`config.mk`:
```
export PLATFORM = sky130hd
export DESIGN_NAME = amb_conv_ctrl
export DESIGN_NICKNAME = d
export VERILOG_FILES = /design/src/pkg/amb_pkg.sv /design/src/rtl/amb_sar.sv /design/src/rtl/amb_conv_ctrl.sv
export VERILOG_INCLUDE_DIRS = /design/src /design/src/pkg
export SDC_FILE = /design/constraint.sdc
export NUM_CORES = 1
export LEC_CHECK = 0
export BUFFER_PORTS_ARGS = -buffer_cell sky130_fd_sc_hd__buf_2
export CAP_MARGIN = 20
export CORE_ASPECT_RATIO = 1.1
export CORE_MARGIN = 2
export CORE_UTILIZATION = 59
export CTS_CLUSTER_DIAMETER = 60
export DETAILED_ROUTE_END_ITERATION = 10
export GPL_TIMING_DRIVEN = 0
export PLACE_DENSITY = 0.89
export SYNTH_ARGS = -nofsm -noshare
export SYNTH_HDL_FRONTEND = slang
export SYNTH_HIERARCHICAL = 1
export SYNTH_SLANG_ARGS = --single-unit
```
`constraint.sdc`:
```
create_clock -name clk -period 5.58 [get_ports clk]
set_clock_uncertainty 0.05 [all_clocks]
set_input_delay 0.837 -clock clk [delete_from_list [all_inputs] [get_ports clk]]
set_output_delay 0.837 -clock clk [all_outputs]
set_load 0.005 [all_outputs]
```
`src/pkg/amb_cfg.svh`:
```
// timing counts and field positions for the converter bus interface
`ifndef AMB_CFG_SVH
`define AMB_CFG_SVH
`define AMB_CLK_PERIOD_PS   8000
`define AMB_CONV_TIME_NS    40000
`define AMB_CONV_CYCLES     (`AMB_CONV_TIME_NS * 1000 / `AMB_CLK_PERIOD_PS)
`define AMB_MUX_BITS        5
`define AMB_DATA_BITS       8
`define AMB_SEL_LO          0
`define AMB_SEL_HI          1
`define AMB_MODE_A          2
`define AMB_MODE_B          3
`define AMB_RESET_CFG       4'h0
`define AMB_RESET_RESULT    8'h00
`endif

```
`src/pkg/amb_pkg.sv`:
```
// types for the converter bus interface
package amb_pkg;
  typedef enum logic [1:0] {
    AMB_IDLE = 2'b00,
    AMB_CONV = 2'b01,
    AMB_DONE = 2'b11
  } amb_state_t;

  typedef enum logic [1:0] {
    AMB_DIFF   = 2'b00,
    AMB_SINGLE = 2'b01,
    AMB_PSEUDO = 2'b10,
    AMB_RSVD   = 2'b11
  } amb_mode_t;

  typedef struct packed {
    amb_mode_t  mode;
    logic [2:0] pos_sel;   // 0..3 channel one..four
    logic [2:0] neg_sel;   // 0..3 channel, 4 analog ground
  } amb_route_t;
endpackage : amb_pkg

```
`src/rtl/amb_sar.sv`:
```
// successive-approximation engine, one bit per step
`timescale 1ns/1ps
`include "amb_cfg.svh"
module amb_sar
  import amb_pkg::*;
#(
  parameter int unsigned W     = 8,
  parameter int unsigned STEPS = 5000
)(
  input  wire logic         clk,      // clock
  input  wire logic         rst,      // async reset
  input  wire logic         ce,       // clock enable
  input  wire logic         start,    // begin conversion
  input  wire logic [W-1:0] vpos,     // positive input sample
  input  wire logic [W-1:0] vneg,     // negative input sample
  output logic              done,     // one-cycle completion pulse
  output logic [W-1:0]      code      // result
);
  localparam int unsigned PER = (STEPS / W) < 1 ? 1 : STEPS / W;
  logic [W-1:0]  trial_r;
  logic [W-1:0]  bitp_r;
  logic [31:0]   tick_r;
  logic          busy_r;
  logic [W-1:0]  diff;

  // below-zero difference converts to the all-zero code
  assign diff = (vpos > vneg) ? vpos - vneg : '0;

  always_ff @(posedge clk or posedge rst)
  begin
    if (rst)
    begin
      trial_r <= '0;
      bitp_r  <= '0;
      tick_r  <= '0;
      busy_r  <= 1'b0;
      done    <= 1'b0;
      code    <= '0;
    end
    else if (ce)
    begin
      done <= 1'b0;
      if (start)
      begin
        busy_r  <= 1'b1;
        bitp_r  <= {1'b1, {(W-1){1'b0}}};
        trial_r <= '0;
        tick_r  <= '0;
      end
      else if (busy_r)
      begin
        if (tick_r == PER - 1)
        begin
          tick_r <= '0;
          // keep the trial bit when the trial does not exceed the input
          if ((trial_r | bitp_r) <= diff)
            trial_r <= trial_r | bitp_r;
          bitp_r <= bitp_r >> 1;
          if (bitp_r[0])
          begin
            busy_r <= 1'b0;
            done   <= 1'b1;
            code   <= ((trial_r | bitp_r) <= diff) ? (trial_r | bitp_r) : trial_r;
          end
        end
        else
          tick_r <= tick_r + 32'd1;
      end
    end
  end
endmodule : amb_sar

```
`src/rtl/amb_conv_ctrl.sv`:
```
// bus-side control of the multiplexed 8-bit converter
`timescale 1ns/1ps
`include "amb_cfg.svh"
module amb_conv_ctrl
  import amb_pkg::*;
#(
  parameter int unsigned CONV_CYCLES = `AMB_CONV_CYCLES
)(
  input  wire logic       clk,                    // 125 MHz clock
  input  wire logic       rst,                    // async reset, active high
  input  wire logic       ce,                     // clock enable
  input  wire logic       cs_n,                   // chip select pin
  input  wire logic       wr_n,                   // write strobe pin
  input  wire logic       rd_n,                   // read strobe pin
  input  wire logic [7:0] result_bus_lines_in,    // data pins, input side
  output logic      [7:0] result_bus_lines_out,   // data pins, output side
  output logic            result_bus_lines_oe,    // data pins driven
  output logic            conversion_done_n,      // done line, low when result ready
  input  wire logic [7:0] analog_input_channels [4], // sampled channel levels
  input  wire logic [7:0] analog_ground_input,    // ground level sample
  output logic      [3:0] active_config           // latched select bits
);
  // ============================================================
  // pin synchronisers
  logic [1:0] cs_s, wr_s, rd_s;
  logic [7:0] db_s1, db_s2;
  logic       wr_d;
  always_ff @(posedge clk or posedge rst)
  begin
    if (rst)
    begin
      cs_s  <= 2'b11;
      wr_s  <= 2'b11;
      rd_s  <= 2'b11;
      db_s1 <= 8'h00;
      db_s2 <= 8'h00;
      wr_d  <= 1'b1;
    end
    else if (ce)
    begin
      cs_s  <= {cs_s[0], cs_n};
      wr_s  <= {wr_s[0], wr_n};
      rd_s  <= {rd_s[0], rd_n};
      db_s1 <= result_bus_lines_in;
      db_s2 <= db_s1;
      wr_d  <= wr_s[1];
    end
  end
  logic cs_q, wr_q, rd_q, wr_fall, wr_rise, read_act;
  assign cs_q     = cs_s[1];
  assign wr_q     = wr_s[1];
  assign rd_q     = rd_s[1];
  assign wr_fall  = !cs_q && wr_d && !wr_q;
  assign wr_rise  = !cs_q && !wr_d && wr_q;
  assign read_act = !cs_q && !rd_q;

  // ============================================================
  // select decode
  function automatic amb_route_t decode(input logic [3:0] sel);
    amb_route_t r;
    r.mode    = AMB_DIFF;
    r.pos_sel = 3'd0;
    r.neg_sel = 3'd4;
    if (!sel[`AMB_MODE_A])
    begin
      r.mode    = AMB_DIFF;
      r.pos_sel = {1'b0, sel[`AMB_SEL_HI], sel[`AMB_SEL_LO]};
      r.neg_sel = {1'b0, sel[`AMB_SEL_HI], !sel[`AMB_SEL_LO]};
    end
    else if (!sel[`AMB_MODE_B])
    begin
      r.mode    = AMB_SINGLE;
      r.pos_sel = {1'b0, sel[`AMB_SEL_HI:`AMB_SEL_LO]};
      r.neg_sel = 3'd4;
    end
    else if (sel[`AMB_SEL_HI:`AMB_SEL_LO] != 2'b11)
    begin
      r.mode    = AMB_PSEUDO;
      r.pos_sel = {1'b0, sel[`AMB_SEL_HI:`AMB_SEL_LO]};
      r.neg_sel = 3'd3;
    end
    else
    begin
      // reserved pattern: fall back to channel one against ground
      r.mode    = AMB_RSVD;
      r.pos_sel = 3'd0;
      r.neg_sel = 3'd4;
    end
    return r;
  endfunction : decode

  function automatic logic [7:0] pick(input logic [2:0] s,
                                      input logic [7:0] ch [4],
                                      input logic [7:0] gnd);
    return (s == 3'd4) ? gnd : ch[s[1:0]];
  endfunction : pick

  // ============================================================
  // write cycle tracking and mux latch
  logic [3:0] cfg_r;
  logic       rd_hi_seen_r;   // read went high during this write pulse
  logic       start_r;
  always_ff @(posedge clk or posedge rst)
  begin
    if (rst)
    begin
      cfg_r        <= `AMB_RESET_CFG;
      rd_hi_seen_r <= 1'b0;
      start_r      <= 1'b0;
    end
    else if (ce)
    begin
      start_r <= 1'b0;
      if (wr_fall)
        rd_hi_seen_r <= rd_q;
      else if (!wr_q && rd_q)
        rd_hi_seen_r <= 1'b1;
      if (wr_rise)
      begin
        start_r <= 1'b1;
        // select bits are only sampled with read high
        if (rd_q && rd_hi_seen_r)
          cfg_r <= db_s2[3:0];
        // read held low all along keeps the old configuration
      end
    end
  end

  amb_route_t route;
  logic [7:0] vpos, vneg;
  assign route = decode(cfg_r);
  assign vpos  = pick(route.pos_sel, analog_input_channels, analog_ground_input);
  assign vneg  = pick(route.neg_sel, analog_input_channels, analog_ground_input);

  // ============================================================
  // converter and output latch
  logic       sar_done;
  logic [7:0] sar_code;
  amb_sar #(.W(`AMB_DATA_BITS), .STEPS(CONV_CYCLES)) u_sar (
    .clk   (clk),
    .rst   (rst),
    .ce    (ce),
    .start (start_r),
    .vpos  (vpos),
    .vneg  (vneg),
    .done  (sar_done),
    .code  (sar_code)
  );

  amb_state_t st_r;
  logic [7:0] latch_r;
  always_ff @(posedge clk or posedge rst)
  begin
    if (rst)
    begin
      st_r              <= AMB_IDLE;
      latch_r           <= `AMB_RESET_RESULT;
      conversion_done_n <= 1'b1;
    end
    else if (ce)
    begin
      case (st_r)
        AMB_IDLE, AMB_DONE:
        begin
          if (start_r)
            st_r <= AMB_CONV;
        end
        AMB_CONV:
        begin
          if (sar_done)
          begin
            st_r    <= AMB_DONE;
            latch_r <= sar_code;
          end
        end
        default: st_r <= AMB_IDLE;
      endcase
      // completion sets the line low and wins over a coincident clear
      if (st_r == AMB_CONV && sar_done)
        conversion_done_n <= 1'b0;
      else if (wr_fall || read_act)
        conversion_done_n <= 1'b1;
    end
  end

  // ============================================================
  // data pin drive
  always_ff @(posedge clk or posedge rst)
  begin
    if (rst)
    begin
      result_bus_lines_out <= 8'h00;
      result_bus_lines_oe  <= 1'b0;
      active_config        <= `AMB_RESET_CFG;
    end
    else if (ce)
    begin
      result_bus_lines_out <= latch_r;
      result_bus_lines_oe  <= read_act;
      active_config        <= cfg_r;
    end
  end
endmodule : amb_conv_ctrl

```
==> results of run 1 <==
==> layout by cell type, fill, tap and decap left out, types with 9 or more instances in the layout <==
cell	count
xnor2_1	18
buf_2	75
inv_1	30
ha_1	21
nor3_1	12
o21ai_0	19
nor2_1	56
mux2_2	44
dfrtp_1	95
a21oi_1	22
clkbuf_16	9
nand4_1	16
nand2_1	33
mux4_2	10
xor2_1	13
nor2b_1	9
nand3_1	28
==> metal layers <==
metal	wire [µm]	global-route usage (%)
met1	6170	36.7
met2	7490	44.7
met3	939	3.22
met4	297	9.82
met5	0	0
==> path summary, 6_finish.rpt <==
path	end	slack, ps
worst max-delay path	u_sar/trial_r[4]$_DFFE_PP0P_	450
min in group asynchronous	u_sar/busy_r$_DFFE_PP0P_	500
max in group asynchronous	latch_r[2]$_DFFE_PP0P_	4270
worst min register to register	cfg_r[0]$_DFFE_PP0P_	450
worst min-delay path	cfg_r[0]$_DFFE_PP0P_	450
worst max register to register	u_sar/trial_r[4]$_DFFE_PP0P_	450
==> area by class of cell <==
cell class / instances / area [µm²] / share of cell area (%)
Tap cell: 143 / 179 / 2.56
Clock inverter: 7 / 80.1 / 1.15
Timing Repair Buffer: 63 / 330 / 4.73
Multi-Input combinational cell: 433 / 3300 / 47.3
Sequential cell: 103 / 2590 / 37.0
Inverter: 35 / 131 / 1.88
Buffer: 26 / 149 / 2.13
Clock buffer: 9 / 225 / 3.22
==> power by group <==
part           switching (mW)  internal, mW  leakage, nW  total, mW
clock network           0.286         0.354        0.144      0.640
registers              0.0682         0.822         1.35      0.890
logic                    1.02         0.713         1.82       1.73
==> worst register-to-register path, stage by stage (launching register included) <==
cell	delay (ps)
dfrtp_1	360
buf_2	230
buf_1	520
mux4_2	370
inv_1	50
ha_1	220
fa_1	410
nor2b_1	170
o31a_1	180
o31a_1	180
o31a_1	250
nand2b_1	100
ha_1	300
nor2b_1	140
o211ai_1	80
a21oi_1	590
o21bai_1	430
a41o_1	370
==> flip-flops by register name, summed over array words and instances (netlist names), 4 cells and up <==
signal and cells:
u_sar/tick_r 32, latch_r 8, result_bus_lines_out 8, u_sar/bitp_r 8, u_sar/code 8, u_sar/trial_r 8, active_config 4, cfg_r 4
db_s1 4, db_s2 4
==> cell families after synthesis <==
| group | Yosys count |
|---|---|
| flops | 103 |
| compound gates | 97 |
| simple gates | 211 |
| fa+ha+maj | 22 |
| xor+xnor | 31 |
| buf+inv | 61 |
| mux | 72 |
==> metrics by stage <==
stage | utilization (%) | setup WS, ps | instance area (µm²) | cells | hold WS [ps]
global route | 67.8 | 215 | 6990 | 819 | 469
finish | 67.8 | 450 | 6990 | 819 | 449
detailed placement | 64.9 | 491 | 6680 | 803 | 419
floorplan | - | 1220 | 6170 | 597 | 396
global placement | 64.7 | 645 | 6660 | 802 | 410
CTS | 67.8 | 536 | 6990 | 819 | 440
==> reports/results.ini, run 1 <==
[grt]
grt_pass1_wl_mm = 24.6
grt.overflow.total = 0
grt_max_degree = 46
antenna_found_initial = 0
grt_pass1_vias = 5064
grtUsageTotal_pct = 27.1

[setup_path]
worstSetupPathType = reg2reg
cpPeakStageDelay_ps = 590
cp_data_arrival_time_ps = 5310
start_kind = flop
cp.depth = 17
r2r.worst_path.cells = 17
cpMostUsedCell = o31a_1
crit_chain = buf_2, buf_1, mux4_2, inv_1, ha_1, fa_1, nor2b_1, o31a_1, o31a_1, o31a_1, nand2b_1, ha_1, nor2b_1, o211ai_1, a21oi_1, o21bai_1, a41o_1
timing.rr.start = cfg_r[1]$_DFFE_PP0P_
end_kind = flop
critPathSlowestCell = a21oi_1
worstPathRequired_ps = 5760
cp_num_buf_inv = 3
critPathLaunch = cfg_r[1]$_DFFE_PP0P_
path_max_fanout = 10
cp_top_family = compound AO/OA/AOI/OAI gates

[synthesis]
yosys.area_share.simple_pct = 18.5
syn-cell-area_um2 = 6170
synth_xor_area_share_pct = 4.40
yosys-top-cells-area = dfrtp_1, mux2_2, ha_1, mux4_2, dfstp_2
yosysSeqAreaShare_pct = 41.9
synth_edf_count = 0
yosysMostFrequentCell = dfrtp_1
synth_cell_types = 76
async_reset_ff_share_pct = 100
synth_mux_area_share_pct = 15.2
syn-num-nets = 673
synth-compound-area-share_pct = 10.9
ys.warnings.count = 6
ys_top_cells_by_count = dfrtp_1, nor2_1, mux2_2
synth_area_leader_cell = dfrtp_1
synth_fa_ha_area_share_pct = 4.58
ys.flop_type = dfrtp_1
synth_top_family_by_area = simple AND/OR/NAND/NOR gates
syn_avg_cell_area_um2 = 10.3
yosysTopAreaCellShare_pct = 38.5
synthesis.instances = 597
ys_ff_latch = 103

[clock_network]
ctsLongestPathBuffers = 2
worstSkewPairLatency_ps = 350
hold_buffers = 0
clk_pin_slew_ps = 70
cts_sinks = 103
cts_made_buffers = 9
cts_setup_buffers = 0
cts_resized = 0
cts_tree = built
htree_levels = 3
clockRootBuffer = clkbuf_16

[floorplanning]
io_pins = 68
rows = 39
core_area_um2 = 10300
start_util_pct = 59.9
die_x_um = 102
die_y_um = 111
die_area_um2 = 11300

[sta]
maxSlewViolCount = 0
min_period_ps = 5130
slew_headroom_pct = 40.0
fmaxAchievable_mhz = 195
min_period_over_period_pct = 91.9
finalSetupTns_ps = 0
rsz0062_at_grt = false
finalHoldViolCount = 0
setup_viol = 0
tightest_slew_ps = 899

[placed_design]
hpwl_mm = 10.3
gp_congestion = 0.960
io_buffers = 62

[pwr]
p_total_mw = 3.26
peakVddDrop_v = 0.000307
p_per_area_nw_per_um2 = 467
power.static_leakage_nw = 3.32

[layout]
areaGrowthSynthToFinish_pct = 13.2
fillers = 745
antenna_cells = 0
post_route_cells_drive_above_1_share_pct = 27.8
final_nets = 747

[routing]
route.detailed.drc = 0
drt_first_pass_iters = 5
ant_nets = 0
wl_per_cell_um = 18.2
avgViaCountPerCell = 6.23
routed_wl_mm = 14.9
first_iter_violations = 514
vias = 5101

[status]
status = finished, final reports clean

[worst_hold_path]
min-delay-start = db_s2[0]$_DFFE_PP0P_
hold_class = reg2reg
worstHoldPathCells = 2

[job]
drv_cap = 0

(Power assumes the default switching activity.)
==> run 2, diff against run 1 <==
- CORE_UTILIZATION: 59 -> 46
- PLACE_DENSITY: 0.89 -> 0.74
==> run 2 against run 1 <==
Sequential cell count did not move. Critical endpoint is now u_sar/trial_r[0]$_DFFE_PP0P_. Global-route usage fell by 7.8 points. Register-to-register slack improved by 140 ps.
==> reports/results.ini, run 2 (synthesized netlist as in run 1, its figures left out) <==
[status]
status = finished, final reports clean

[floorplanning]
io_pins = 68  ; unchanged
die_y_um = 125  ; +13%
rows = 44  ; +13%
core_area_um2 = 13200  ; +28%
die_area_um2 = 14400  ; +27%
die_x_um = 114  ; +13%
start_util_pct = 46.9  ; -13 points

[clock_network]
cts_made_buffers = 9  ; unchanged
clk_pin_slew_ps = 70  ; about the same
htree_levels = 3  ; unchanged
worstSkewPairLatency_ps = 340  ; about the same
cts_setup_buffers = 0  ; unchanged
clockRootBuffer = clkbuf_16
cts_resized = 0  ; unchanged
ctsLongestPathBuffers = 2  ; unchanged
hold_buffers = 0  ; unchanged
cts_sinks = 103  ; unchanged
cts_tree = built

[sta]
setup_viol = 0  ; unchanged
fmaxAchievable_mhz = 201  ; +2.9%
rsz0062_at_grt = false
finalHoldViolCount = 0  ; unchanged
min_period_over_period_pct = 89.3  ; -2.6 points
hold_ws_ps = 453  ; +4.03 ps
maxSlewViolCount = 0  ; unchanged
finalSetupTns_ps = 0  ; unchanged
min_period_ps = 4990  ; -145 ps
slew_headroom_pct = 37.7  ; -2.3 points
tightest_slew_ps = 933  ; +33.8 ps

[placed_design]
io_buffers = 62  ; unchanged
gp_congestion = 0.946  ; -1.4%
hpwl_mm = 10.2  ; -1.0%

[routing]
vias = 4888  ; -4.2%
routed_wl_mm = 13.7  ; -7.7%
drt_first_pass_iters = 5  ; unchanged
avgViaCountPerCell = 5.84  ; -6.2%
wl_per_cell_um = 16.4  ; -9.7%
route.detailed.drc = 0  ; unchanged
first_iter_violations = 456  ; -11%
ant_nets = 0  ; unchanged

[job]
drv_cap = 0  ; unchanged

[layout]
final_common_cell = dfrtp_1
post_route_cells_drive_above_1_share_pct = 27.8  ; unchanged
seqCellArea_um2 = 2590  ; unchanged
final_cell_mix = dfrtp_1, buf_2, nor2_1
antenna_cells = 0  ; unchanged
final_nets = 747  ; unchanged
fillers = 1152  ; +55%
areaGrowthSynthToFinish_pct = 13.2  ; about the same
largest_register_ffs = 32  ; unchanged
regMostFlops = u_sar/tick_r
multiInputGateArea_um2 = 3300  ; unchanged

[setup_path]
r2r-end = u_sar/trial_r[0]$_DFFE_PP0P_
start_kind = flop
worstPathRequired_ps = 5760  ; about the same
path_max_fanout = 10  ; unchanged
critPathLaunch = cfg_r[1]$_DFFE_PP0P_
cp-endpoint = u_sar/trial_r[0]$_DFFE_PP0P_
r2r.worst_path.cells = 17  ; unchanged
cp_data_arrival_time_ps = 5170  ; -140 ps
r2r_slack_ps = 590  ; +140 ps
timing.rr.start = cfg_r[1]$_DFFE_PP0P_
worstSetupPathType = reg2reg
end_kind = flop

[grt]
grt.overflow.total = 0  ; unchanged
grt_max_degree = 46  ; unchanged
antenna_found_initial = 0  ; unchanged
grt_pass1_vias = 4786  ; -5.5%
grt_pass1_wl_mm = 22.6  ; -8.0%
grtUsageTotal_pct = 19.4  ; -7.8 points

[pwr]
power.static_leakage_nw = 3.32  ; -0.11%
peakVddDrop_v = 0.000203  ; -34%
p_per_area_nw_per_um2 = 454  ; -2.8%

[worst_hold_path]
hold_class = reg2reg

-- run 2: critical path, cell delays in order (launching register included) --
cell and delay, ps:
dfrtp_1 380, buf_2 230, buf_1 510, mux4_2 360, inv_1 50, ha_1 230, fa_1 410, nor2b_1 160
o31a_1 190, o31a_1 170, o31a_1 250, nand2b_1 90, ha_1 300, nor2b_1 140, o211ai_1 90, a21oi_1 520
o21bai_1 390, a32o_1 350
-- run 2: final cells by class --
class,instances,share of cell area [%]
clock inverters,7,0.788
plain buffers,26,2.13
clock buffers,9,3.23
inverters,35,1.88
repair buffers,63,4.73
well taps,161,2.88
flip-flops and latches,103,37.1
multi-input cells,433,47.3
-- run 2: routing by layer --
layer | GRT usage (%) | wire length [µm] | vias to the layer above
met2 | 32.5 | 6940 | 145
li1 | - | - | 2310
met4 | 7.89 | 316 | 0
met3 | 2.91 | 577 | 26
met5 | 0 | 0 | -
met1 | 25.0 | 5910 | 2407
-- run 2: metrics by stage --
step	cell area, µm²	setup WS (ps)	total power [mW]	instances	util, %
5_1_grt	6980	262	3.42	837	53.1
4_1_cts	6980	654	3.17	837	53.1
2_1_floorplan	6170	1220	2.18	597	-
3_3_place_gp	6680	661	2.50	820	50.8
6_report	6980	595	3.17	837	53.1
3_5_place_dp	6700	522	2.57	821	50.9
-- run 2: worst min path at each step --
stage	end	cells past startpoint	slack (ps)	start
after CTS	cfg_r[0]$_DFFE_PP0P_	2	450	db_s2[0]$_DFFE_PP0P_
after detailed placement	cfg_r[0]$_DFFE_PP0P_	2	430	db_s2[0]$_DFFE_PP0P_
after global placement	cfg_r[0]$_DFFE_PP0P_	2	410	db_s2[0]$_DFFE_PP0P_
final	cfg_r[0]$_DFFE_PP0P_	2	450	db_s2[0]$_DFFE_PP0P_
after floorplan	cfg_r[0]$_DFFE_PP0P_	2	400	db_s2[0]$_DFFE_PP0P_
after global routing	latch_r[3]$_DFFE_PP0P_	1	460	latch_r[3]$_DFFE_PP0P_
-- run 2: where the power goes --
part | total, mW | switching, mW | leakage, nW | internal (mW)
clock | 0.586 | 0.278 | 0.140 | 0.308
sequential | 0.887 | 0.0651 | 1.35 | 0.822
combinational | 1.70 | 0.982 | 1.82 | 0.716
total | 3.17 | 1.32 | 3.32 | 1.85
==> run 3, diff against run 2 <==
- CAP_MARGIN: 20 -> unset
- CORE_MARGIN: 2 -> 10
==> run 3 against run 2 <==
Worst hold slack got worse by 2.8 ps. Sequential share of layout area barely moved. Combinational power barely moved. Sequential power fell by 0.5%. Critical path depth did not move. First-iteration DRC count fell by 40%. Critical path type unchanged. Largest cell class unchanged. Largest power group unchanged.
==> reports/results.ini, run 3 (synthesized netlist as in run 1, its figures left out) <==
[setup_path]
start_kind = flop
worstPathRequired_ps = 5760  ; about the same
timing.rr.start = cfg_r[1]$_DFFE_PP0P_
path_max_fanout = 10  ; unchanged
r2r_slack_ps = 630  ; +40 ps
worstSetupPathType = reg2reg
cp_data_arrival_time_ps = 5130  ; -40 ps
critPathLaunch = cfg_r[1]$_DFFE_PP0P_
r2r-end = u_sar/trial_r[0]$_DFFE_PP0P_
end_kind = flop
r2r.worst_path.cells = 17  ; unchanged

[worst_hold_path]
hold_class = reg2reg
hold-path-endpoint = cfg_r[3]$_DFFE_PP0P_
worstHoldPathCells = 1  ; -1
min-delay-start = db_s2[3]$_DFFE_PP0P_

[grt]
grt.overflow.total = 0  ; unchanged
grt_max_degree = 46  ; unchanged
grtUsageTotal_pct = 15.2  ; -4.2 points
antenna_found_initial = 0  ; unchanged
grt_pass1_vias = 4695  ; -1.9%
grt_pass1_wl_mm = 23.2  ; +2.4%

[placed_design]
io_buffers = 62  ; unchanged
dp_cells = 821  ; unchanged
gp_congestion = 0.911  ; -3.7%
hpwl_mm = 10.6  ; +4.3%

[sta]
finalSetupTns_ps = 0  ; unchanged
min_period_ps = 4950  ; -38.9 ps
rsz0062_at_grt = false
min_period_over_period_pct = 88.6  ; -0.70 points
maxSlewViolCount = 0  ; unchanged
tightest_slew_ps = 920  ; -12.9 ps
finalHoldViolCount = 0  ; unchanged
slew_headroom_pct = 38.6  ; +0.86 points
setup_viol = 0  ; unchanged
fmaxAchievable_mhz = 202  ; +0.79%
hold_ws_ps = 450  ; -2.80 ps

[pwr]
p_per_area_nw_per_um2 = 453  ; -0.14%
power.static_leakage_nw = 3.31  ; -0.14%
p_int_mw = 1.84  ; -0.17%
peakVddDrop_v = 0.000253  ; +24%
netSwitchingFraction_pct = 41.8  ; about the same
pwr-share-clk_pct = 18.6  ; about the same
combinationalPowerShare_pct = 53.5  ; about the same
pwr-share-seq_pct = 27.9  ; about the same
switchingPower_mw = 1.32  ; about the same

[clock_network]
cts_setup_buffers = 0  ; unchanged
ctsLongestPathBuffers = 2  ; unchanged
worstSkewPairLatency_ps = 350  ; about the same
htree_levels = 3  ; unchanged
cts_sinks = 103  ; unchanged
hold_buffers = 0  ; unchanged
clockRootBuffer = clkbuf_16
cts_resized = 0  ; unchanged
cts_tree = built
clk_pin_slew_ps = 70  ; about the same
cts_made_buffers = 9  ; unchanged

[layout]
antenna_cells = 0  ; unchanged
post_route_cells_drive_above_1_share_pct = 27.8  ; unchanged
largest_register_ffs = 32  ; unchanged
final_cell_mix = dfrtp_1, buf_2, nor2_1
fillers = 1129  ; -2.0%
seqCellArea_um2 = 2590  ; unchanged
final_cells = 837  ; unchanged
final_common_cell = dfrtp_1
final_nets = 747  ; unchanged
post-route-util_pct = 53.1  ; about the same
areaGrowthSynthToFinish_pct = 13.2  ; about the same
regMostFlops = u_sar/tick_r
multiInputGateArea_um2 = 3300  ; unchanged

[floorplanning]
start_util_pct = 46.9  ; unchanged
core_area_um2 = 13200  ; unchanged
die_x_um = 130  ; +14%
io_pins = 68  ; unchanged
die_area_um2 = 18500  ; +29%
die_y_um = 141  ; +13%
rows = 44  ; unchanged

[routing]
route.detailed.drc = 0  ; unchanged
first_iter_violations = 275  ; -40%
wl_per_cell_um = 16.8  ; +2.3%
ant_nets = 0  ; unchanged
routed_wl_mm = 14.1  ; +2.3%
vias = 4839  ; -1.0%
drt_first_pass_iters = 5  ; unchanged
avgViaCountPerCell = 5.78  ; -1.0%

[status]
status = finished, final reports clean

[job]
drv_cap = 0  ; unchanged

[run 3: through the flow]
| stage | worst slack, ps | instance area (µm²) | total power, mW |
|---|---|---|---|
| 2_1_floorplan | 1220 | 6170 | 2.18 |
| 3_3_place_gp | 620 | 6680 | 2.51 |
| 3_5_place_dp | 505 | 6700 | 2.59 |
| 4_1_cts | 679 | 6990 | 3.19 |
| 5_1_grt | 303 | 6990 | 3.43 |
| 6_report | 634 | 6990 | 3.17 |
[run 3: area by class of cell]
type	count	area share (%)
multi-input cells	433	47.3
flip-flops and latches	103	37.0
repair buffers	63	4.73
clock buffers	10	3.28
well taps	161	2.88
plain buffers	26	2.13
inverters	35	1.88
clock inverters	6	0.770
[run 3: how the worst max path moves through the flow]
stage          slack (ps)                           end
2_1_floorplan        1220  u_sar/trial_r[0]$_DFFE_PP0P_
3_3_place_gp          620  u_sar/trial_r[0]$_DFFE_PP0P_
3_5_place_dp          500  u_sar/trial_r[6]$_DFFE_PP0P_
4_1_cts               680  u_sar/trial_r[0]$_DFFE_PP0P_
5_1_grt               300  u_sar/trial_r[2]$_DFFE_PP0P_
6_report              630  u_sar/trial_r[0]$_DFFE_PP0P_
[run 3: power groups by stage]
stage	logic, mW	registers (mW)	clock network [mW]
after floorplan	1.30	0.881	0
after global placement	1.62	0.891	0
after detailed placement	1.69	0.897	0
after CTS	1.70	0.883	0.609
after global routing	1.89	0.894	0.637
final	1.69	0.883	0.590
[run 3: worst max-delay path, cell delays in order, from the launching register on]
cell,delay [ps]
dfrtp_1,360
buf_2,220
buf_1,500
mux4_2,350
inv_1,50
ha_1,220
fa_1,400
nor2b_1,170
o31a_1,180
o31a_1,180
o31a_1,250
nand2b_1,100
ha_1,290
nor2b_1,120
o211ai_1,90
a21oi_1,530
o21bai_1,400
a32o_1,350
[run 3: layer usage]
metal | track usage, % | up-vias | wire (µm)
met5 | 0 | - | 0
met3 | 2.39 | 17 | 658
met1 | 19.6 | 2402 | 6140
met2 | 24.9 | 109 | 7000
met4 | 5.57 | 0 | 256
li1 | - | 2311 | -
